--- src/hdl/perm_regs.vh ---
// Register offsets, field positions, reset values and timing counts of the error-rate monitor
`ifndef PERM_REGS_VH
`define PERM_REGS_VH

// ==================================================================
// Register map, one window of 0x20 bytes per port
`define PERM_PORT_STRIDE 8'h20
`define PERM_RATE_OFS 5'h00
`define PERM_THRESH_OFS 5'h04
`define PERM_CAPT_FLAG_OFS 5'h08
`define PERM_HDR_WORD3_OFS 5'h0c
`define PERM_MAP_TOP_BIT 7

// ==================================================================
// Error-rate register fields
`define PERM_COUNT_LSB 0
`define PERM_PEAK_LSB 8
`define PERM_CAP_LSB 16
`define PERM_BIAS_LSB 24
`define PERM_COUNT_RST 8'h00
`define PERM_PEAK_RST 8'h00
`define PERM_CAP_RST 2'h0
`define PERM_BIAS_RST 8'hff

// ==================================================================
// Threshold register fields
`define PERM_DEGRADED_LSB 16
`define PERM_FAILED_LSB 24
`define PERM_DEGRADED_RST 8'hff
`define PERM_FAILED_RST 8'hff

// ==================================================================
// Capture flag register fields
`define PERM_CAPT_VALID_BIT 0

// ==================================================================
// Over-limit cap codes and their allowed growth
`define PERM_CAP_2 2'h0
`define PERM_CAP_4 2'h1
`define PERM_CAP_16 2'h2
`define PERM_CAP_NONE 2'h3
`define PERM_GROW_2 9'h002
`define PERM_GROW_4 9'h004
`define PERM_GROW_16 9'h010

// ==================================================================
// Leak bias codes and their periods in milliseconds
`define PERM_BIAS_OFF 8'h00
`define PERM_BIAS_1MS 8'h01
`define PERM_BIAS_10MS 8'h03
`define PERM_BIAS_100MS 8'h07
`define PERM_BIAS_1S 8'h0f
`define PERM_BIAS_10S 8'h1f
`define PERM_BIAS_100S 8'h3f
`define PERM_BIAS_1000S 8'h7f
`define PERM_BIAS_10000S 8'hff
`define PERM_MS_1MS 24'h000001
`define PERM_MS_10MS 24'h00000a
`define PERM_MS_100MS 24'h000064
`define PERM_MS_1S 24'h0003e8
`define PERM_MS_10S 24'h002710
`define PERM_MS_100S 24'h0186a0
`define PERM_MS_1000S 24'h0f4240
`define PERM_MS_10000S 24'h989680

// ==================================================================
// Timing: leak base tick
`define PERM_CLK_PERIOD_NS 10
`define PERM_LEAK_BASE_NS 1000000
`define PERM_LEAK_BASE_CYCLES (`PERM_LEAK_BASE_NS / `PERM_CLK_PERIOD_NS)

`endif

--- src/hdl/perm_rate_counter.v ---
// One port's error-rate counter, peak, leak timer, thresholds and reports
`timescale 1ns/1ps
`default_nettype none
`include "perm_regs.vh"

module perm_rate_counter (
  // Clock and reset
  input wire sys_clk,
  input wire rst_n,
  // Events
  input wire err_event,
  input wire ms_tick,
  // Register writes
  input wire wr_rate,
  input wire wr_thresh,
  input wire [31:0] wdata,
  // Register contents
  output wire [31:0] rate_word,
  output wire [31:0] thresh_word,
  // Reports
  output reg failed_report,
  output reg degraded_report
);

  // ==================================================================
  // Stored fields
  reg [7:0] count;
  reg [7:0] peak;
  reg [1:0] over_limit_cap;
  reg [7:0] bias;
  reg [7:0] failed_limit;
  reg [7:0] degraded_limit;
  reg [23:0] ms_count;

  assign rate_word = {bias, 6'h00, over_limit_cap, peak, count};
  assign thresh_word = {failed_limit, degraded_limit, 16'h0000};

  // ==================================================================
  // Leak period decode; reserved codes leak never
  reg [23:0] period_ms;
  always @* begin
    case (bias)
      `PERM_BIAS_1MS: period_ms = `PERM_MS_1MS;
      `PERM_BIAS_10MS: period_ms = `PERM_MS_10MS;
      `PERM_BIAS_100MS: period_ms = `PERM_MS_100MS;
      `PERM_BIAS_1S: period_ms = `PERM_MS_1S;
      `PERM_BIAS_10S: period_ms = `PERM_MS_10S;
      `PERM_BIAS_100S: period_ms = `PERM_MS_100S;
      `PERM_BIAS_1000S: period_ms = `PERM_MS_1000S;
      `PERM_BIAS_10000S: period_ms = `PERM_MS_10000S;
      default: period_ms = 24'h000000;
    endcase
  end

  wire period_end = ms_tick && (period_ms != 24'h000000) && (ms_count + 24'h000001 >= period_ms);
  wire leak = period_end && (count != 8'h00);

  // ==================================================================
  // Growth ceiling above the failed threshold
  reg [8:0] ceiling;
  always @* begin
    case (over_limit_cap)
      `PERM_CAP_2: ceiling = {1'b0, failed_limit} + `PERM_GROW_2;
      `PERM_CAP_4: ceiling = {1'b0, failed_limit} + `PERM_GROW_4;
      `PERM_CAP_16: ceiling = {1'b0, failed_limit} + `PERM_GROW_16;
      default: ceiling = 9'h0ff;
    endcase
    if (failed_limit == 8'h00)
      ceiling = 9'h0ff;
  end

  wire grow = err_event && ({1'b0, count} < ceiling) && (count != 8'hff);

  reg [7:0] next_count;
  always @* begin
    next_count = count;
    if (grow && !leak)
      next_count = count + 8'h01;
    else if (leak && !grow)
      next_count = count - 8'h01;
  end

  // ==================================================================
  // Registers; a software write wins over a same-cycle event
  always @(posedge sys_clk or negedge rst_n) begin
    if (!rst_n) begin
      count <= `PERM_COUNT_RST;
      peak <= `PERM_PEAK_RST;
      over_limit_cap <= `PERM_CAP_RST;
      bias <= `PERM_BIAS_RST;
      failed_limit <= `PERM_FAILED_RST;
      degraded_limit <= `PERM_DEGRADED_RST;
      ms_count <= 24'h000000;
      failed_report <= 1'b0;
      degraded_report <= 1'b0;
    end else begin
      failed_report <= 1'b0;
      degraded_report <= 1'b0;
      if (wr_rate) begin
        count <= wdata[`PERM_COUNT_LSB +: 8];
        peak <= wdata[`PERM_PEAK_LSB +: 8];
        over_limit_cap <= wdata[`PERM_CAP_LSB +: 2];
        bias <= wdata[`PERM_BIAS_LSB +: 8];
        ms_count <= 24'h000000;
      end else begin
        count <= next_count;
        if (next_count > peak)
          peak <= next_count;
        if (period_end || period_ms == 24'h000000)
          ms_count <= 24'h000000;
        else if (ms_tick)
          ms_count <= ms_count + 24'h000001;
        if (next_count != count && next_count == failed_limit && failed_limit != 8'h00)
          failed_report <= 1'b1;
        if (next_count != count && next_count == degraded_limit && degraded_limit != 8'h00)
          degraded_report <= 1'b1;
      end
      if (wr_thresh) begin
        failed_limit <= wdata[`PERM_FAILED_LSB +: 8];
        degraded_limit <= wdata[`PERM_DEGRADED_LSB +: 8];
      end
    end
  end

endmodule // perm_rate_counter

`default_nettype wire

--- src/hdl/perm_top.v ---
// Four-port error-rate monitor with first-header capture (held until cleared) behind an AHB-Lite slave
`timescale 1ns/1ps
`default_nettype none
`include "perm_regs.vh"

module perm_top #(
  parameter NUM_PORTS = 4,
  parameter LEAK_BASE_CYCLES = `PERM_LEAK_BASE_CYCLES
) (
  // Clock and reset
  input wire sys_clk,
  input wire rst_n,
  // AHB-Lite slave
  input wire hsel,
  input wire [31:0] haddr,
  input wire [1:0] htrans,
  input wire hwrite,
  input wire [2:0] hsize,
  input wire [31:0] hwdata,
  input wire hready,
  output reg hreadyout,
  output reg [31:0] hrdata,
  output reg hresp,
  // Error detect logic, one bit per port (32 header bits per port), same clock
  input wire [NUM_PORTS-1:0] tx_error,
  input wire [NUM_PORTS-1:0] capture_strobe,
  input wire [32*NUM_PORTS-1:0] capture_header_in,
  // Error reports, one-cycle pulses per port
  output wire [NUM_PORTS-1:0] failed_report,
  output wire [NUM_PORTS-1:0] degraded_report,
  // Capture state per port
  output reg [NUM_PORTS-1:0] capture_valid_flag
);

  // ==================================================================
  // Leak base tick, shared by all ports
  // One prescaler keeps the ports' leak periods on a common time base
  // and saves three wide counters; the cost is up to 1 ms of phase error.
  localparam [31:0] TICK_LAST = LEAK_BASE_CYCLES - 1;
  reg [31:0] tick_count;
  reg ms_tick;

  always @(posedge sys_clk or negedge rst_n) begin
    if (!rst_n) begin
      tick_count <= 32'h00000000;
      ms_tick <= 1'b0;
    end else begin
      if (tick_count >= TICK_LAST) begin
        tick_count <= 32'h00000000;
        ms_tick <= 1'b1;
      end else begin
        tick_count <= tick_count + 32'h00000001;
        ms_tick <= 1'b0;
      end
    end
  end

  // ==================================================================
  // AHB-Lite address phase
  // Every NONSEQ transfer takes one wait state so read data comes from a flop; SEQ transfers are not taken.
  localparam [1:0] HTRANS_NONSEQ = 2'h2;
  localparam [1:0] ST_IDLE = 2'b01;
  localparam [1:0] ST_DATA = 2'b10;

  reg [1:0] bus_state;
  reg [31:0] addr_q;
  reg write_q;

  wire take = hsel && hready && (htrans == HTRANS_NONSEQ);

  // ==================================================================
  // Address decode of the pending transfer
  wire in_map = (addr_q[31:`PERM_MAP_TOP_BIT] == 25'h0000000);
  wire [1:0] port_sel = addr_q[6:5];
  wire [4:0] reg_ofs = addr_q[4:0];
  wire hit_rate = in_map && (reg_ofs == `PERM_RATE_OFS);
  wire hit_thresh = in_map && (reg_ofs == `PERM_THRESH_OFS);
  wire hit_flag = in_map && (reg_ofs == `PERM_CAPT_FLAG_OFS);
  wire hit_word3 = in_map && (reg_ofs == `PERM_HDR_WORD3_OFS);
  wire port_ok = ({30'h00000000, port_sel} < NUM_PORTS);
  wire data_phase = (bus_state == ST_DATA);
  wire do_write = data_phase && write_q && port_ok;

  // ==================================================================
  // Per-port state and register images
  reg [31:0] header_bytes_12_15 [0:NUM_PORTS-1];
  wire [31:0] rate_word [0:NUM_PORTS-1];
  wire [31:0] thresh_word [0:NUM_PORTS-1];

  genvar p;
  generate
    for (p = 0; p < NUM_PORTS; p = p + 1) begin : g_port
      wire sel_me = ({30'h00000000, port_sel} == p);
      wire wr_rate = do_write && sel_me && hit_rate;
      wire wr_thresh = do_write && sel_me && hit_thresh;
      wire clr_flag = do_write && sel_me && hit_flag &&
                      !hwdata[`PERM_CAPT_VALID_BIT];
      // A fresh capture is taken only while unlocked
      wire capture_take = capture_strobe[p] && !capture_valid_flag[p];

      perm_rate_counter u_counter (
        .sys_clk(sys_clk),
        .rst_n(rst_n),
        .err_event(tx_error[p]),
        .ms_tick(ms_tick),
        .wr_rate(wr_rate),
        .wr_thresh(wr_thresh),
        .wdata(hwdata),
        .rate_word(rate_word[p]),
        .thresh_word(thresh_word[p]),
        .failed_report(failed_report[p]),
        .degraded_report(degraded_report[p])
      );

      // Capture word and its valid flag; a capture in the clearing
      // cycle cannot happen while locked, and after unlock the set wins.
      always @(posedge sys_clk or negedge rst_n) begin
        if (!rst_n) begin
          header_bytes_12_15[p] <= 32'h00000000;
          capture_valid_flag[p] <= 1'b0;
        end else begin
          if (capture_take) begin
            header_bytes_12_15[p] <= capture_header_in[32*p +: 32];
            capture_valid_flag[p] <= 1'b1;
          end else if (clr_flag) begin
            capture_valid_flag[p] <= 1'b0;
          end
        end
      end
    end
  endgenerate

  // ==================================================================
  // Read multiplexer; unmapped addresses read zero
  reg [31:0] next_rdata;
  always @* begin
    next_rdata = 32'h00000000;
    if (port_ok) begin
      if (hit_rate)
        next_rdata = rate_word[port_sel];
      else if (hit_thresh)
        next_rdata = thresh_word[port_sel];
      else if (hit_flag)
        next_rdata = {31'h00000000, capture_valid_flag[port_sel]};
      else if (hit_word3)
        next_rdata = header_bytes_12_15[port_sel];
    end
  end

  // ==================================================================
  // Bus state machine
  always @(posedge sys_clk or negedge rst_n) begin
    if (!rst_n) begin
      bus_state <= ST_IDLE;
      addr_q <= 32'h00000000;
      write_q <= 1'b0;
      hreadyout <= 1'b1;
      hrdata <= 32'h00000000;
      hresp <= 1'b0;
    end else begin
      hresp <= 1'b0;
      case (bus_state)
        ST_IDLE: begin
          if (take) begin
            addr_q <= haddr;
            write_q <= hwrite;
            hreadyout <= 1'b0;
            bus_state <= ST_DATA;
          end
        end
        ST_DATA: begin
          if (!write_q)
            hrdata <= next_rdata;
          hreadyout <= 1'b1;
          bus_state <= ST_IDLE;
        end
        default: begin
          bus_state <= ST_IDLE;
          hreadyout <= 1'b1;
        end
      endcase
    end
  end

endmodule // perm_top

`default_nettype wire

--- config.mk ---
export PLATFORM = sky130hd
export DESIGN_NAME = perm_top
export DESIGN_NICKNAME = d
export VERILOG_FILES = /design/src/hdl/perm_rate_counter.v /design/src/hdl/perm_top.v
export VERILOG_INCLUDE_DIRS = /design/src /design/src/hdl
export SDC_FILE = /design/constraint.sdc
export NUM_CORES = 1
export LEC_CHECK = 0
export BUFFER_PORTS_ARGS = -buffer_cell sky130_fd_sc_hd__buf_2
export CAP_MARGIN = 25
export CORE_MARGIN = 1
export CORE_UTILIZATION = 55
export DETAILED_ROUTE_END_ITERATION = 12
export PLACE_DENSITY = 0.74
export SYNTH_ARGS = -nofsm -noshare
export SYNTH_HDL_FRONTEND = slang
export SYNTH_SLANG_ARGS = --single-unit
--- constraint.sdc ---
create_clock -name sys_clk -period 7.5 [get_ports sys_clk]
set_input_delay 0.375 -clock sys_clk [delete_from_list [all_inputs] [get_ports sys_clk]]
set_output_delay 0.375 -clock sys_clk [all_outputs]
set_load 0.01 [all_outputs]
Word level (Yosys, flattened, before mapping)
Index checks and enable logic that the tools add are counted.
{"block": "classes", "add_sub_neg": 25, "n_lt_le_gt_ge": 15, "n_eq_ne": 66, "n_mux": 89, "bitwise": 2, "n_reduce_logical": 137}
{"cell": "$pmux 24 s8", "count": 4}
{"cell": "$mux 32", "count": 11}
{"cell": "$mux 24", "count": 12}
{"cell": "$bmux 32 s2", "count": 3}
{"cell": "$mux 8", "count": 20}
{"cell": "$pmux 9 s3", "count": 4}
{"cell": "$add 24x1->24 const B", "count": 4}
{"cell": "$ge 24x24->1", "count": 4}
{"cell": "$logic_not 24->1", "count": 4}
{"cell": "$reduce_bool 24->1", "count": 4}
{"cell": "$reduce_bool 8->1", "count": 12}
{"cell": "$logic_and 1x1->1", "count": 75}
{"cell": "$eq 8x8->1", "count": 8}
{"cell": "$add 8x2->9 const B", "count": 4}
{"cell": "$add 8x3->9 const B", "count": 4}
{"cell": "$add 8x5->9 const B", "count": 4}
{"cell": "$lt 8x9->1", "count": 4}
{"cell": "$mux 9", "count": 4}
{"cell": "$add 32x1->32 const B", "count": 1}
{"cell": "$add 8x1->8 const B", "count": 4}
{"cell": "$eq 8x1->1 const B", "count": 4}
{"cell": "$eq 8x2->1 const B", "count": 4}
{"cell": "$eq 8x3->1 const B", "count": 4}
{"cell": "$eq 8x4->1 const B", "count": 4}
{"cell": "other kinds (30)", "count": 128}
{"block": "word_totals", "ff_bits": 505, "input_bits": 210, "output_inout_bits": 46, "elab_cells": 385}

Logic depth before layout (Yosys ltp)
{"block": "depth", "word_depth": 15, "depth_mapped": 30, "mapped_depth_nobuf": 28}

Cells and area by module
Synthesis repeated with hierarchy kept, for this count alone.
{"block": "unflattened", "cells_unflattened": 3473, "hier_area_um2": 35109.9}
{"mod": "perm_rate_counter at g_port[0].u_counter ...", "n_inst": 3, "cells_per_inst": 652, "area_per_inst_um2": 5754.3, "seq_area_each_um2": 1731.7}
{"mod": "perm_top", "n_inst": 1, "cells_per_inst": 849, "area_per_inst_um2": 11935.2, "seq_area_each_um2": 5806.8}
{"mod": "perm_rate_counter at g_port[2].u_counter", "n_inst": 1, "cells_per_inst": 668, "area_per_inst_um2": 5911.9, "seq_area_each_um2": 1731.7}

Worst setup path before layout
OpenSTA, ideal clock, no wires.
{"block": "synth_path", "kind": "reg-to-reg", "from": "reg g_port[1].u_counter.ms_count[7]", "to": "reg g_port[1].u_counter.peak[1]", "setup_time_ns": 0.137, "arrival_time_ns": 5.727, "required_ns": 7.363, "slack_ns": 1.636, "stages_incl_launch_ff": 29, "path_buffers": 1, "period_less_slack_ns": 5.864, "cell_sequence": "dfrtp_1 -> clkbuf_1 -> and4_1 -> and3_1 -> and3_1 -> nand3_1 -> nor2_1 -> nand3_1 -> or2_2 -> xnor2_1 -> ha_1 -> and2_1 -> and3_1 -> nand4_1 -> o22a_1 -> o211a_1 -> nor3_2 -> mux2_2 -> a211oi_1 -> ha_1 -> nor2b_1 -> o21a_1 -> o21ai_0 -> nand2b_1 -> a21oi_1 -> o21ai_0 -> o21ai_1 -> mux2i_1 -> a21oi_1"}
{"block": "synth_between", "elab_chain_len": 9, "elab_cells_between_ends": 13, "classes_between": "add/sub: 1; order compare: 2; mux: 4; reduce/logical: 6"}
{"item": "start, declared", "line": "perm_rate_counter.v:33", "text": "reg [23:0] ms_count;"}
{"item": "start signal, assigned", "line": "perm_rate_counter.v:112", "text": "ms_count <= ms_count + 24'h000001;"}
{"item": "$add 24x1->24 *", "line": "perm_rate_counter.v:55", "text": "wire period_end = ms_tick && (period_ms != 24'h000000) && (ms_count + 24'h000001 >= period_ms);"}
{"item": "$ge 24x24->1 *", "line": "perm_rate_counter.v:55"}
{"item": "$logic_and 1x1->1 *", "line": "perm_rate_counter.v:55"}
{"item": "$logic_and 1x1->1 *", "line": "perm_rate_counter.v:56", "text": "wire leak = period_end && (count != 8'h00);"}
{"item": "$logic_and 1x1->1 or $logic_not 1->1 (tied branches)", "line": "perm_rate_counter.v:79, perm_rate_counter.v:77"}
{"item": "$mux 8 or $logic_and 1x1->1 (tied branches)", "line": "perm_rate_counter.v:79, perm_rate_counter.v:77"}
{"item": "$mux 8 *", "line": "perm_rate_counter.v:77", "text": "if (grow && !leak)"}
{"item": "$gt 8x8->1 or $mux 8 (tied branches)", "line": "perm_rate_counter.v:107", "text": "if (next_count > peak)"}
{"item": "$reduce_bool 2->1 (no line) or $mux 8 (tied branches)"}
{"item": "end signal, assigned", "line": "perm_rate_counter.v:88", "text": "peak <= `PERM_PEAK_RST;"}
{"item": "end signal, assigned", "line": "perm_rate_counter.v:101", "text": "peak <= wdata[`PERM_PEAK_LSB +: 8];"}
{"item": "end signal, assigned", "line": "perm_rate_counter.v:108", "text": "peak <= next_count;"}
{"item": "end, declared", "line": "perm_rate_counter.v:28", "text": "reg [7:0] peak;"}
Every way passes the cells marked *; elsewhere a longest branch is shown, timed or not. The select of a mux whose other input is x is not followed.
A chain may end at the register's enable or synchronous reset.

Final worst setup path
{"block": "layout_path", "from": "reg g_port[1].u_counter.ms_count[0]", "to": "reg g_port[1].u_counter.peak[6]"}
The elaborated chain is that of the path after synthesis.

==> results.md <==
- Initial antenna violation count: 22
- IO buf count: around 250
- Reg2reg end: g_port[1].u_counter.peak[6]$_DFFE_PN0P_
- Reg2Reg Setup Slack: approximately 850 ps
- Initial DRC Count: between 2000 and 3000
- Cells after Synth: roughly 3300
- Unrepaired setup endpoints after global routing: no
- Fill count: around 4400
- Hold wc startpoint: capture_header_in[80]
- Detailed placement HPWL: around 73000 microns
- Worst Setup SP: g_port[1].u_counter.ms_count[0]$_DFFE_PN0P_
- Maximum vdd drop: around 0.29 mV
- Layout cells sized above 1: between 20% and 30%
- Initial Util: 56.0%
- Leakage Power: between 0.015 and 0.02 uW
- CP Capture Type: flip-flop
- Top flop regs: header_bytes_12_15: 128 flops, g_port.u_counter.ms_count: 96 flops
- Global-route wire length before repair: roughly 160000 microns
- WHS Path Cells: 2
- P&R area growth vs syn: 16.8%
- Worst-path clk slew: 70 ps
- Max incr delay on CP: slightly above 500 ps
- Crit-path max FO: 13
- Vias/cell: around 6.4
- FF/Latch Area: between 0.01 and 0.015 sq mm
- Worst slew pin tran: roughly 1100 ps
- Final Hold Viols: 0
- Final-stage net count: approximately 4000
- Asr flop ratio synth: 100%
- Root Driver: clkbuf_16
- Post-route ant nets: 0
- RR Startpoint: g_port[1].u_counter.ms_count[0]$_DFFE_PN0P_
- PD cells: around 260 mW/mm^2
- Worst Skew: 41.5 ps
- Hold slack: roughly 22 ps
- Total grt overflow: 0
- Register area share after synthesis: 39.1%
- CP required: ~8000 ps
- Final worst setup slack: roughly 850 ps
- Reg with most FFs: header_bytes_12_15
- EDFF count, synth: 0
- GPL Wtd Cong: slightly above 1
- Synth warnings: 0
- Die Ht: between 200 and 250 microns
- Maxcap violations: 0
- Hold Path End: header_bytes_12_15[48]$_DFFE_PN0P_
- Slew headroom: around 28%
- Largest net degree at the start of global routing: between 150 and 200
- Total Neg Setup Slack: 0 ps
- Post-DR wirelength/cell: 24.1 microns
- CTS max path bufs: 3
- Core Area: roughly 0.058 sq mm
- Finished Layout Cells: between 4000 and 5000
- Critical path's slowest cell: o211a_1
- Slew Limit Fails: 0
- # rows: slightly below 90
- DR pass1 iterations: 7
- CTS tree: built
- Pre-CTS setup slack: between 900 and 1000 ps
- Final setup fails: 0
- Post-place instance area: approximately 0.034 sq mm
- Synthesized cell area: 0.0326 sq mm
- Achievable frequency: 0.150 GHz
- Total routed wirelength: about 110000 microns
- Die area: ~0.060 sq mm
- Worst-case reg-to-reg path depth: 29
- IO Count: between 200 and 300
- Die width: between 200 and 250 microns
- Arrival time worst endpoint: between 7000 and 8000 ps
- Finished Cell Area: between 0.03 and 0.04 sq mm
- Yosys reg bits: approximately 500
- Max FFs per register: 128
- Tmin final: between 6000 and 7000 ps
- Worst-Skew Late Latency: about 640 ps
- Crit Path Category: flip-flop to flip-flop
- Number of global-route vias before repair: ~28000
- Most common flop cell mapped by yosys: dfrtp_1
- GRT Util Overall: 35.2%
- CTS buffer count: 55
- HP Class: input port to flip-flop
- Final Cycle Share: 88.7%
- Setup bufs post-CTS: 0
- Area of the multi-input gates: 0.0188 sq mm
- Placed insts: 4131
- Drt drc: 0
- Htree depth: 2
- Mapped Avg Cell Area: between 10 and 15 sq um
- Clk sinks: about 500
- Yosys cell types: between 100 and 150
- Vias: roughly 28000
- Outcome: complete, no violations
- Type of origin of the critical path: flip-flop
## placed cells by master (no fill, tap or decap), drive strengths merged, types with 97 or more instances in the layout
master,Yosys,routed
dfrtp,407,407
nand2,334,334
buf,40,295
mux2,262,262
o21ai,233,233
nor2,194,194
ha,181,181
dlygate4sd3,0,160
nand3,131,131
xnor2,120,120
a21oi,116,116
inv,99,100
dfstp,97,97
## worst max-delay path by stage
| stage | to | cells after the start |
|---|---|---|
| 2_1_floorplan | g_port[1].u_counter.peak[1]$_DFFE_PN0P_ | 28 |
| 5_1_grt | g_port[1].u_counter.peak[3]$_DFFE_PN0P_ | 29 |
| 3_3_place_gp | g_port[1].u_counter.peak[3]$_DFFE_PN0P_ | 29 |
| 6_report | g_port[1].u_counter.peak[6]$_DFFE_PN0P_ | 29 |
| 3_5_place_dp | g_port[1].u_counter.peak[3]$_DFFE_PN0P_ | 29 |
| 4_1_cts | g_port[1].u_counter.peak[6]$_DFFE_PN0P_ | 29 |
## stage by stage
step	util (%)	power (uW)
floorplan	-	5740
global placement	59.2	6700
detailed placement	59.3	6820
CTS	65.2	9700
global route	65.4	10300
finish	65.4	9860
## what timing repair did
action / in CTS / in global routing
hold endpoints to repair: 231 / 0
gates resized for setup: 0 / 0
hold buffers: 160 / 0
## metal layers
layer  track usage [%]  share of wire [%]
met4              19.4                5.6
met1              45.7                 40
met3              5.67                7.7
met2              56.5                 47
met5                 0             0.0094
## cell usage after synthesis, types with 97 or more instances
cell type | n | share of area [%]
a21oi_1 | 115 | 1.8
clkbuf_1 | 156 | 1.8
dfrtp_1 | 407 | 31
dfstp_2 | 97 | 7.8
ha_1 | 181 | 7.0
inv_1 | 99 | 1.1
mux2_2 | 262 | 9.1
nand2_1 | 334 | 3.9
nand3_1 | 129 | 2.0
nor2_1 | 191 | 2.2
o21ai_0 | 222 | 3.4
xnor2_1 | 118 | 3.2
## worst max-delay path, delay by kind of cell (launching register included)
| kind | cells | cell delay [ps] |
|---|---|---|
| mux | 2 | 570 |
| simple gates | 13 | 2680 |
| flops | 1 | 460 |
| xor+xnor | 1 | 150 |
| buf+inv | 2 | 400 |
| fa+ha+maj | 2 | 540 |
| compound gates | 9 | 1720 |
## power by group
group          leakage (uW)  internal (uW)  switching (uW)  total (uW)
clock network      0.000890           1620            1210        2830
logic               0.00981           1570            1680        3240
registers           0.00618           3120             665        3790
## cells by family after synthesis
logic type | count (synthesis) | share of synthesized area [%]
adder cells (fa/ha/maj) | 181 | 6.96
buffers and inverters | 297 | 3.59
flip-flops | 504 | 39.1
multiplexers | 381 | 15.6
other | 1 | 0.0115
XOR/XNOR | 206 | 5.81
AND/OR/NAND/NOR | 1048 | 16.1
AO/OA/AOI/OAI | 637 | 12.8
## layout make-up
| cell class | count | share of cell area (%) |
|---|---|---|
| Timing Repair Buffer | 455 | 8.65 |
| Sequential cell | 504 | 33.5 |
| Inverter | 101 | 0.997 |
| Multi-Input combinational cell | 2469 | 49.4 |
| Tap cell | 765 | 2.52 |
| Clock inverter | 18 | 0.625 |
| Antenna cell | 16 | 0.105 |
| Clock buffer | 84 | 4.23 |
No activity file was read; power rests on OpenSTA's default activity.
